[config.mk]
export PLATFORM = sky130hd
export DESIGN_NAME = sac_converter
export DESIGN_NICKNAME = d
export VERILOG_FILES = /design/src/rtl/sac_pkg.sv /design/src/rtl/sac_step_clock.sv /design/src/rtl/sac_converter.sv
export VERILOG_INCLUDE_DIRS = /design/src /design/src/rtl
export SDC_FILE = /design/constraint.sdc
export NUM_CORES = 1
export LEC_CHECK = 0
export CAP_MARGIN = 10
export CORE_MARGIN = 4
export CORE_UTILIZATION = 40
export CTS_BUF_LIST = sky130_fd_sc_hd__clkbuf_4 sky130_fd_sc_hd__clkbuf_8 sky130_fd_sc_hd__clkbuf_16
export DETAILED_ROUTE_END_ITERATION = 12
export DONT_BUFFER_PORTS = 1
export GPL_ROUTABILITY_DRIVEN = 0
export PLACE_DENSITY_LB_ADDON = 0.2
export SLEW_MARGIN = 20
export SYNTH_ARGS = -nofsm -noshare
export SYNTH_HDL_FRONTEND = slang
export SYNTH_SLANG_ARGS = --single-unit
[constraint.sdc]
create_clock -name i_clk -period 4.5 [get_ports i_clk]
set_input_delay 0.45 -clock i_clk [delete_from_list [all_inputs] [get_ports i_clk]]
set_output_delay 0.45 -clock i_clk [all_outputs]
set_load 0.03 [all_outputs]
[src/rtl/sac_consts.svh]
`ifndef SAC_CONSTS_SVH
`define SAC_CONSTS_SVH

// ************************************************************
// register map
// ************************************************************
`define SAC_ADDR_RESULT 8'hD0
`define SAC_ADDR_CTRL 8'hD1
`define SAC_CTRL_RESET 8'h40
`define SAC_BIT_IRQ_EN 7
`define SAC_BIT_DONE 6
`define SAC_BIT_START 5
`define SAC_BIT_POWER 4

// ************************************************************
// timing
// ************************************************************
`define SAC_CLK_DIV 12
`define SAC_DIV_W 4
`define SAC_RES_BITS 8
`define SAC_STEP_W 3
`define SAC_SAMPLE_W 6
`define SAC_CONV_TIME_NS 70000
`define SAC_REF_OSC_KHZ 8000

`endif

[src/rtl/sac_pkg.sv]
package sac_pkg;

    typedef enum logic [1:0] {
        SAC_IDLE,
        SAC_SAMPLE,
        SAC_STEP,
        SAC_DONE
    } sac_state_e;

    typedef struct packed {
        logic       irq_en;
        logic       done;
        logic       power_on;
    } sac_ctrl_s;

    typedef struct packed {
        logic [7:0] addr;
        logic [7:0] wdata;
        logic       wr;
        logic       rd;
    } sac_bus_s;

endpackage : sac_pkg

[src/rtl/sac_step_clock.sv]
`timescale 1ns/10ps
`default_nettype none
`include "sac_consts.svh"

// ************************************************************
// divide-by-twelve step tick generator
// ************************************************************
module sac_step_clock
    import sac_pkg::*;
(
    input wire logic i_clk,
    input wire logic i_nrst,
    input wire logic i_restart,
    output logic o_tick
);
    logic [`SAC_DIV_W-1:0] cnt_q;
    logic [`SAC_DIV_W-1:0] cnt_d;
    wire last_w = (cnt_q == `SAC_DIV_W'(`SAC_CLK_DIV - 1));

    // restart realigns the step phase to a fresh conversion
    assign cnt_d = (i_restart || last_w) ? '0 : cnt_q + `SAC_DIV_W'(1);
    assign o_tick = last_w && !i_restart;

    always_ff @(posedge i_clk or negedge i_nrst) begin
        if (!i_nrst) begin
            cnt_q <= '0;
        end else begin
            cnt_q <= cnt_d;
        end
    end
endmodule // sac_step_clock

`default_nettype wire

[src/rtl/sac_converter.sv]
// Behaviour
// - eight bits resolved MSB first by approximation
// - step clock is oscillator divided by twelve
// - conversion lasts about seventy microseconds
// - channel chosen by port setup, no select
// - start write with power bit set begins conversion, clears done
// - done flag set at conversion end
// - single shot, no automatic restart
// - start during conversion restarts it at once
// - start bit always reads as zero
// - done with enable raises interrupt vector four
// - done is pending flag until restart
// - power bit enables, clear powers down
// - wait mode leaves converter running
// - completion interrupt wakes processor from wait
// - reset aborts conversion, control becomes 40h
// - result register is read-only at D0h
`timescale 1ns/10ps
`default_nettype none
`include "sac_consts.svh"

module sac_converter
    import sac_pkg::*;
(
    input wire logic i_clk,
    input wire logic i_nrst,
    input wire logic [7:0] i_addr,
    input wire logic [7:0] i_wdata,
    input wire logic i_wr,
    input wire logic i_rd,
    input wire logic i_wait_mode,
    input wire logic i_cmp_above,
    output logic [7:0] o_rdata,
    output logic o_rd_hit,
    output logic [7:0] o_dac_code,
    output logic o_analog_power,
    output logic o_sample,
    output logic o_irq_vec4,
    output logic o_wake
);
    // ************************************************************
    // timing figures
    // ************************************************************
    // cycles of a whole conversion at the reference oscillator
    localparam int CONV_CYC_REF =
        (`SAC_CONV_TIME_NS * `SAC_REF_OSC_KHZ) / 1000000;
    // whole step ticks spent settling before the first bit is tested
    localparam int SAMPLE_TICKS =
        CONV_CYC_REF / `SAC_CLK_DIV - `SAC_RES_BITS;
    localparam logic [`SAC_SAMPLE_W-1:0] SAMPLE_LAST =
        `SAC_SAMPLE_W'(SAMPLE_TICKS - 1);
    localparam logic [7:0] CTRL_RST = `SAC_CTRL_RESET;
    localparam sac_ctrl_s CTRL_RST_S = '{
        irq_en: CTRL_RST[`SAC_BIT_IRQ_EN],
        done: CTRL_RST[`SAC_BIT_DONE],
        power_on: CTRL_RST[`SAC_BIT_POWER]
    };

    // ************************************************************
    // bus decode
    // ************************************************************
    sac_bus_s bus_w;
    assign bus_w = '{addr: i_addr, wdata: i_wdata, wr: i_wr, rd: i_rd};

    wire ctrl_sel_w = (bus_w.addr == `SAC_ADDR_CTRL);
    wire res_sel_w = (bus_w.addr == `SAC_ADDR_RESULT);
    wire ctrl_wr_w = bus_w.wr && ctrl_sel_w;
    wire start_w = ctrl_wr_w && bus_w.wdata[`SAC_BIT_START];

    // ************************************************************
    // state
    // ************************************************************
    sac_ctrl_s ctrl_q;
    sac_ctrl_s ctrl_d;
    sac_state_e state_q;
    sac_state_e state_d;
    logic [7:0] trial_q;
    logic [7:0] trial_d;
    logic [`SAC_STEP_W-1:0] bit_q;
    logic [`SAC_STEP_W-1:0] bit_d;
    logic [7:0] result_q;
    logic [7:0] result_d;
    logic [7:0] rdata_q;
    logic [7:0] rdata_d;
    logic rd_hit_q;
    logic [`SAC_SAMPLE_W-1:0] samp_q;
    logic [`SAC_SAMPLE_W-1:0] samp_d;
    logic tick_w;

    function automatic logic [7:0] bit_mask(input logic [2:0] idx);
        bit_mask = 8'h01 << idx;
    endfunction

    function automatic logic [`SAC_STEP_W-1:0] lower_bit(
        input logic [`SAC_STEP_W-1:0] idx);
        lower_bit = idx - `SAC_STEP_W'(1);
    endfunction

    sac_step_clock u_step (
        .i_clk(i_clk),
        .i_nrst(i_nrst),
        .i_restart(start_w),
        .o_tick(tick_w)
    );

    // ************************************************************
    // successive approximation sequencer
    // ************************************************************
    wire powered_w = ctrl_q.power_on;
    // wait mode is not an input to the sequencer at all
    wire unused_w = i_wait_mode;
    wire last_bit_w = (bit_q == '0);
    wire [7:0] cur_mask_w = bit_mask(bit_q);
    // keep the tested bit if the input is above the trial level
    wire [7:0] kept_w = i_cmp_above ? trial_q : (trial_q & ~cur_mask_w);
    wire [7:0] next_trial_w = last_bit_w ? kept_w :
        (kept_w | bit_mask(lower_bit(bit_q)));
    wire finish_w = (state_q == SAC_STEP) && tick_w && last_bit_w;
    wire sample_end_w = (samp_q == SAMPLE_LAST);
    // a start in the finishing cycle begins afresh, so it beats the set
    wire done_clr_w = start_w;
    wire done_set_w = finish_w && powered_w && !start_w;

    always_comb begin
        state_d = state_q;
        trial_d = trial_q;
        bit_d = bit_q;
        samp_d = samp_q;
        if (start_w && bus_w.wdata[`SAC_BIT_POWER]) begin
            // restart wins over anything in progress
            state_d = SAC_SAMPLE;
            trial_d = bit_mask(3'(`SAC_RES_BITS - 1));
            bit_d = `SAC_STEP_W'(`SAC_RES_BITS - 1);
            samp_d = '0;
        end else if (!powered_w) begin
            state_d = SAC_IDLE;
        end else begin
            unique case (state_q)
                SAC_IDLE: state_d = SAC_IDLE;
                SAC_SAMPLE: begin
                    if (tick_w && sample_end_w) begin
                        state_d = SAC_STEP;
                    end else if (tick_w) begin
                        samp_d = samp_q + `SAC_SAMPLE_W'(1);
                    end
                end
                SAC_STEP: begin
                    if (tick_w) begin
                        trial_d = next_trial_w;
                        bit_d = lower_bit(bit_q);
                        if (last_bit_w) begin
                            state_d = SAC_DONE;
                        end
                    end
                end
                SAC_DONE: state_d = SAC_IDLE;
            endcase
        end
    end

    // ************************************************************
    // control and result registers
    // ************************************************************
    always_comb begin
        ctrl_d = ctrl_q;
        if (ctrl_wr_w) begin
            ctrl_d.irq_en = bus_w.wdata[`SAC_BIT_IRQ_EN];
            ctrl_d.power_on = bus_w.wdata[`SAC_BIT_POWER];
        end
        if (done_clr_w) begin
            ctrl_d.done = 1'b0;
        end else if (done_set_w) begin
            ctrl_d.done = 1'b1;
        end
    end

    // result changes only together with the done flag
    assign result_d = done_set_w ?
        kept_w : result_q;

    wire [7:0] ctrl_view_w = {ctrl_q.irq_en, ctrl_q.done, 1'b0,
        ctrl_q.power_on, 4'h0};
    assign rdata_d = !bus_w.rd ? rdata_q :
        ctrl_sel_w ? ctrl_view_w :
        res_sel_w ? result_q : 8'h00;

    wire rd_hit_d = bus_w.rd && (ctrl_sel_w || res_sel_w);

    // ************************************************************
    // sequencer registers
    // ************************************************************
    always_ff @(posedge i_clk or negedge i_nrst) begin
        if (!i_nrst) begin
            state_q <= SAC_IDLE;
        end else begin
            state_q <= state_d;
        end
    end

    always_ff @(posedge i_clk or negedge i_nrst) begin
        if (!i_nrst) begin
            trial_q <= 8'h00;
        end else begin
            trial_q <= trial_d;
        end
    end

    always_ff @(posedge i_clk or negedge i_nrst) begin
        if (!i_nrst) begin
            bit_q <= '0;
        end else begin
            bit_q <= bit_d;
        end
    end

    always_ff @(posedge i_clk or negedge i_nrst) begin
        if (!i_nrst) begin
            samp_q <= '0;
        end else begin
            samp_q <= samp_d;
        end
    end

    // ************************************************************
    // bus registers
    // ************************************************************
    always_ff @(posedge i_clk or negedge i_nrst) begin
        if (!i_nrst) begin
            ctrl_q <= CTRL_RST_S;
        end else begin
            ctrl_q <= ctrl_d;
        end
    end

    always_ff @(posedge i_clk or negedge i_nrst) begin
        if (!i_nrst) begin
            result_q <= 8'h00;
        end else begin
            result_q <= result_d;
        end
    end

    always_ff @(posedge i_clk or negedge i_nrst) begin
        if (!i_nrst) begin
            rdata_q <= 8'h00;
        end else begin
            rdata_q <= rdata_d;
        end
    end

    always_ff @(posedge i_clk or negedge i_nrst) begin
        if (!i_nrst) begin
            rd_hit_q <= 1'b0;
        end else begin
            rd_hit_q <= rd_hit_d;
        end
    end

    // ************************************************************
    // outputs
    // ************************************************************
    assign o_rdata = rdata_q;
    assign o_rd_hit = rd_hit_q;
    assign o_dac_code = trial_q;
    assign o_analog_power = ctrl_q.power_on;
    assign o_sample = (state_q == SAC_SAMPLE);
    assign o_irq_vec4 = ctrl_q.done && ctrl_q.irq_en;
    assign o_wake = ctrl_q.done && ctrl_q.irq_en && i_wait_mode;
endmodule // sac_converter

`default_nettype wire

Yosys cells after proc, flatten, opt, wreduce, memory -nomap -nowiden
Cells that the tools add are included.
{"block": "classes", "n_addsub": 3, "n_eq_ne": 11, "shifts": 2, "muxes": 26, "bitwise": 3, "n_reduce_logical": 26}
{"operator": "8-bit 2-to-1 mux", "n": 8}
{"operator": "6-bit 2-to-1 mux", "n": 5}
{"operator": "8-bit == test, second input constant", "n": 2}
{"operator": "1-bit by 3-bit << shifter with 8-bit output, first input constant", "n": 2}
{"operator": "1-bit logical AND", "n": 12}
{"operator": "3-bit 2-to-1 mux", "n": 4}
{"operator": "2-bit 2-to-1 mux", "n": 5}
{"operator": "2-bit nonzero test", "n": 5}
{"operator": "8-bit bitwise AND", "n": 1}
{"operator": "4-bit by 3-bit inequality test with 1-bit output, second input constant", "n": 2}
{"operator": "8-bit NOT", "n": 1}
{"operator": "8-bit OR", "n": 1}
{"operator": "6-bit by 1-bit adder with 6-bit output, second input constant", "n": 1}
{"operator": "6-bit == test, second input constant", "n": 1}
{"operator": "2-bit case mux with 3 select lines", "n": 1}
{"operator": "3-bit AND reduction", "n": 2}
{"operator": "4-bit by 1-bit adder with 4-bit output, second input constant", "n": 1}
{"operator": "2-bit == test, second input constant", "n": 2}
{"operator": "4-bit == test, second input constant", "n": 1}
{"operator": "4-bit 2-to-1 mux", "n": 1}
{"operator": "4-bit by 2-bit inequality test with 1-bit output, second input constant", "n": 1}
{"operator": "4-bit AND reduction", "n": 1}
{"operator": "3-bit zero test", "n": 1}
{"operator": "3-bit by 1-bit subtractor with 3-bit output, second input constant", "n": 1}
{"operator": "other kinds (7)", "n": 9}
{"block": "totals", "regBits": 43, "in_bits": 22, "out_inout_bits": 21}

Depth between registers and ports, before layout
{"block": "depth", "word_depth": 11, "mapped_depth": 7, "depth_no_buf": 7}

Hierarchy
A second synthesis with hierarchy kept.
{"block": "hier_totals", "hier_cells": 206, "area_unflattened_um2": 2213.4}
{"mod": "sac_converter", "n_inst": 1, "cells_each": 189, "area_per_inst_um2": 2023.2}
{"mod": "sac_step_clock", "n_inst": 1, "cells_each": 17, "area_per_inst_um2": 190.2}

Worst setup path before layout
Ideal clock, no wire load.
{"block": "synth_path", "path_type": "input -> register", "start": "input port i_addr[0]", "end": "register trial_q[1], in the netlist o_dac_code[1]", "setup_ns": 0.122, "arrival_ns": 1.720, "required_ns": 4.378, "setup_slack_ns": 2.659, "path_stages": 7, "cell_sequence": "buf_6 and3_4 a311oi_4 and2_2 buf_4 nand3_1 a32o_1"}
{"block": "synth_via", "elab_chain_len": 7}
{"item": "start: declaration", "line": "sac_converter.sv:27", "text": "input wire logic [7:0] i_addr,"}
{"item": "8-bit == test (no line) (*)"}
{"item": "1-bit logical AND (*)", "line": "sac_converter.sv:67", "text": "wire ctrl_wr_w = bus_w.wr && ctrl_sel_w;"}
{"item": "1-bit logical AND (*)", "line": "sac_converter.sv:68", "text": "wire start_w = ctrl_wr_w && bus_w.wdata[`SAC_BIT_START];"}
{"item": "1-bit zero test", "line": "sac_step_clock.sv:22", "text": "assign o_tick = last_w && !i_restart;"}
{"item": "1-bit logical AND", "line": "sac_step_clock.sv:22"}
{"item": "2-bit nonzero test (no line)"}
{"item": "3-bit AND reduction (no line)"}
{"item": "end signal: assignment", "line": "sac_converter.sv:204", "text": "trial_q <= trial_d;"}
{"item": "end: declaration", "line": "sac_converter.sv:77", "text": "logic [7:0] trial_q;"}
Every way passes the cells marked *; elsewhere a longest branch is shown, timed or not.
A chain may end at the register's enable or synchronous reset.

Worst setup path after layout
{"block": "layout_path", "start": "register bit_q[0]", "end": "register state_q[1]"}
{"block": "layout_via", "elab_chain_len": 3}
{"item": "start: declaration", "line": "sac_converter.sv:79", "text": "logic [`SAC_STEP_W-1:0] bit_q;"}
{"item": "start signal: assignment", "line": "sac_converter.sv:212", "text": "bit_q <= bit_d;"}
{"item": "3-bit zero test", "line": "sac_converter.sv:112", "text": "wire last_bit_w = (bit_q == '0);"}
{"item": "4-bit by 3-bit inequality test with 1-bit output (no line)"}
{"item": "3-bit AND reduction (no line)"}
{"item": "end signal: assignment", "line": "sac_converter.sv:196", "text": "state_q <= state_d;"}
{"item": "end: declaration", "line": "sac_converter.sv:75", "text": "sac_state_e state_q;"}
Every way passes these cells.

==> results.sh <==
export IMPL_die_area_sq_um=6690
export IMPL_synth_seq_area_share_pct=49.5
export IMPL_synth_ff_type="dfrtp_1"
export IMPL_dieWidth_um=81.8
export IMPL_cp_top_family="simple AND/OR/NAND/NOR gates"
export IMPL_post_cts_buffers=0
export IMPL_cp_num_cells=7
export IMPL_critPathRequiredTime_ns=4.71
export IMPL_clk_insertion_delay_late_ns=0.30
export IMPL_crit_chain="inv_1 > ha_1 > nor2b_1 > nor2b_1 > a21boi_0 > or3_1 > a211oi_1"
export IMPL_reg2regPathDepth=7
export IMPL_layout_commonest_cell="dfrtp_1"
export IMPL_cap_violations=0
export IMPL_wl_mm=4.41
export IMPL_track_usage_pct=14.7
export IMPL_grt_pass1_vias=1529
export IMPL_finalSetupViolations=0
export IMPL_via_per_inst=5.24
export IMPL_drc=0
export IMPL_port_buffers=0
export IMPL_powerDensity_nw_per_um2=476
export IMPL_cp_end_kind="flip-flop"
export IMPL_leakagePower_nw=1.04
export IMPL_cts_sinks=43
export IMPL_mostFrequentLayoutCells="dfrtp_1 (42), nand2_1 (28), o21ai_0 (21)"
export IMPL_syn_num_nets=249
export IMPL_hold_end="o_rdata[3]"
export IMPL_finalSetupTns_ns=0
export IMPL_period_share_pct=47.5
export IMPL_worst_path_largest_cell_delay_ns=0.44
export IMPL_arrival_ns=2.34
export IMPL_min_period_ns=2.14
export IMPL_yosys_warnings=0
export IMPL_slew_headroom_pct=68.0
export IMPL_ys_seq_elements=43
export IMPL_slowest_stage="dfrtp_1"
export IMPL_worstPathMaxFanout=6
export IMPL_initial_core_util_pct=41.8
export IMPL_outcome="complete, no violations"
export IMPL_dp_hpwl_mm=3.09
export IMPL_r2r_slack_ns=2.36
export IMPL_worstHoldStart="i_rd"
export IMPL_synthArstFlopShare_pct=100
export IMPL_rsz0062_at_grt="false"
export IMPL_fmax_mhz=468
export IMPL_hold_class="in -> reg"
export IMPL_whs_path_depth=1
export IMPL_path_class="reg -> reg"
export IMPL_clk_pin_slew_ns=0.10
export IMPL_nets=252
export IMPL_vdd_drop_max_mv=0.186
export IMPL_worstMarginPinSlew_ns=0.480
export IMPL_die_h_um=81.8
export IMPL_synthToLayoutAreaGrowth_pct=8.39
export IMPL_critPathLaunchType="flip-flop"
export IMPL_fill_cells=527
export IMPL_antenna_found_initial=0
export IMPL_cts_resized=0
export IMPL_syn_avg_cell_area_sq_um=10.2
export IMPL_drv_slew=0
export IMPL_max_clock_path_buffers=2
export IMPL_rr_startpoint="bit_q[0]"
export IMPL_finalHoldViolCount=0
export IMPL_cts_buffers=5
export IMPL_io_pins=43
export IMPL_placementRows=26
export IMPL_cp_num_buf_inv=1
export IMPL_cts_root_buf="clkbuf_8"
export IMPL_grt_overflow=0
export IMPL_antennaDiodeCount=0
export IMPL_final_layout_size_suffix_gt1_share_pct=11.5
export IMPL_syn_instance_count=214
export IMPL_reg2reg_to="state_q[1]"
export IMPL_dp_cells=278
export IMPL_drt_iter0_markers=51
export IMPL_ant_nets=0
export IMPL_firstDrtPassIters=4
export IMPL_core_sq_um=5200
export IMPL_synth_edf_count=0
export IMPL_cp_common_cell="nor2b_1"
export IMPL_netlist_area_sq_um=2180
export IMPL_grt_max_degree=44
export IMPL_clock_skew_ns=0.0103
export IMPL_grt_pass1_wl_mm=7.61
export IMPL_vias=1510
export IMPL_instances_no_fill=288
export IMPL_synth_cell_type_count=46
export IMPL_cts_tree="yes"
export IMPL_wire_per_inst_um=15.3
export IMPL_htreeDepth=2
-- flip-flops by register name, summed over array words and instances, names as in the netlist --
register        cells
o_dac_code          8
o_analog_power      1
bit_q               3
u_step.cnt_q        4
state_q             2
ctrl_q              2
o_rd_hit            1
samp_q              6
result_q            8
o_rdata             8
-- what timing repair did --
| item | in CTS | in global routing |
|---|---|---|
| setup endpoints to repair | 0 | 0 |
| endpoints found under the hold margin | 43 | 0 |
| hold buffers | 2 | 0 |
-- where the power goes --
part | total (W) | switching (W) | internal (W)
registers | 0.000550 | 0.0000974 | 0.000453
clock network | 0.000259 | 0.000148 | 0.000111
logic | 0.000314 | 0.000176 | 0.000138
-- final cells by class --
| type | count | area [sq um] | area share (%) |
|---|---|---|---|
| clock buffer | 5 | 68.8 | 2.92 |
| multi-input combinational | 147 | 997 | 42.3 |
| clock inverter | 3 | 23.8 | 1.01 |
| inverter | 18 | 67.6 | 2.86 |
| tap | 70 | 87.6 | 3.71 |
| sequential | 43 | 1080 | 45.7 |
| timing repair buffer | 2 | 37.5 | 1.59 |
-- kinds of logic after synthesis --
logic type                 count (synthesis)  synth area share [%]
DFF                                       43                  49.5
xor gates and xnor gates                   3                  1.21
adders and majority gates                 13                  7.47
and+or+nand+nor                           76                  18.6
buffers and inverters                     24                  4.71
AOI/OAI and AO/OA                         47                  14.7
muxes                                      8                  3.91
-- worst max path at each step --
stage                               start       endpoint
after detailed placement  u_step.cnt_q[0]    result_q[4]
after floorplan                 i_addr[0]  o_dac_code[1]
after global routing             bit_q[0]     state_q[1]
after global placement     o_analog_power    result_q[5]
final                            bit_q[0]     state_q[1]
after CTS                        bit_q[0]     state_q[1]
-- through the flow --
stage | setup WS [ns] | util (%) | area [sq um] | power [W] | hold WS [ns]
3_3_place_gp | 2.36 | 42.8 | 2230 | 0.000859 | 0.155
6_report | 2.36 | 45.3 | 2360 | 0.00112 | 0.238
2_1_floorplan | 2.66 | - | 2180 | 0.000791 | 0.154
4_1_cts | 2.35 | 45.3 | 2360 | 0.00114 | 0.234
3_5_place_dp | 2.38 | 42.8 | 2230 | 0.000862 | 0.155
5_1_grt | 2.12 | 45.3 | 2360 | 0.00121 | 0.229
-- cell usage after synthesis (3+ instances only) --
cell     number  area [sq um]
a21oi_1       5          25.0
inv_1        18          67.6
mux2i_1       4          40.0
nor2b_1       3          18.8
nand3_1      13          65.1
ha_1         13           163
nor2_1       10          37.5
o21ai_0      21           105
mux2_2        4          45.0
nor3_1        3          15.0
a32o_1        5          50.1
o22ai_1       4          25.0
dfrtp_1      42          1050
nand2_1      28           105
-- worst reg2reg max path, stage by stage, from the launching register on --
cell,delay [ns]
dfrtp_1,0.44
inv_1,0.12
ha_1,0.20
nor2b_1,0.41
nor2b_1,0.18
a21boi_0,0.15
or3_1,0.34
a211oi_1,0.21
-- per-layer routing --
metal | vias to the layer above | part of all wire (%) | GRT usage [%]
met5 | - | 0 | 0
met4 | 0 | 0.95 | 4.98
met3 | 4 | 5.3 | 3.73
met2 | 33 | 47 | 23.9
met1 | 722 | 47 | 19.0
li1 | 751 | - | -
Power figures use the tool's default switching activity.
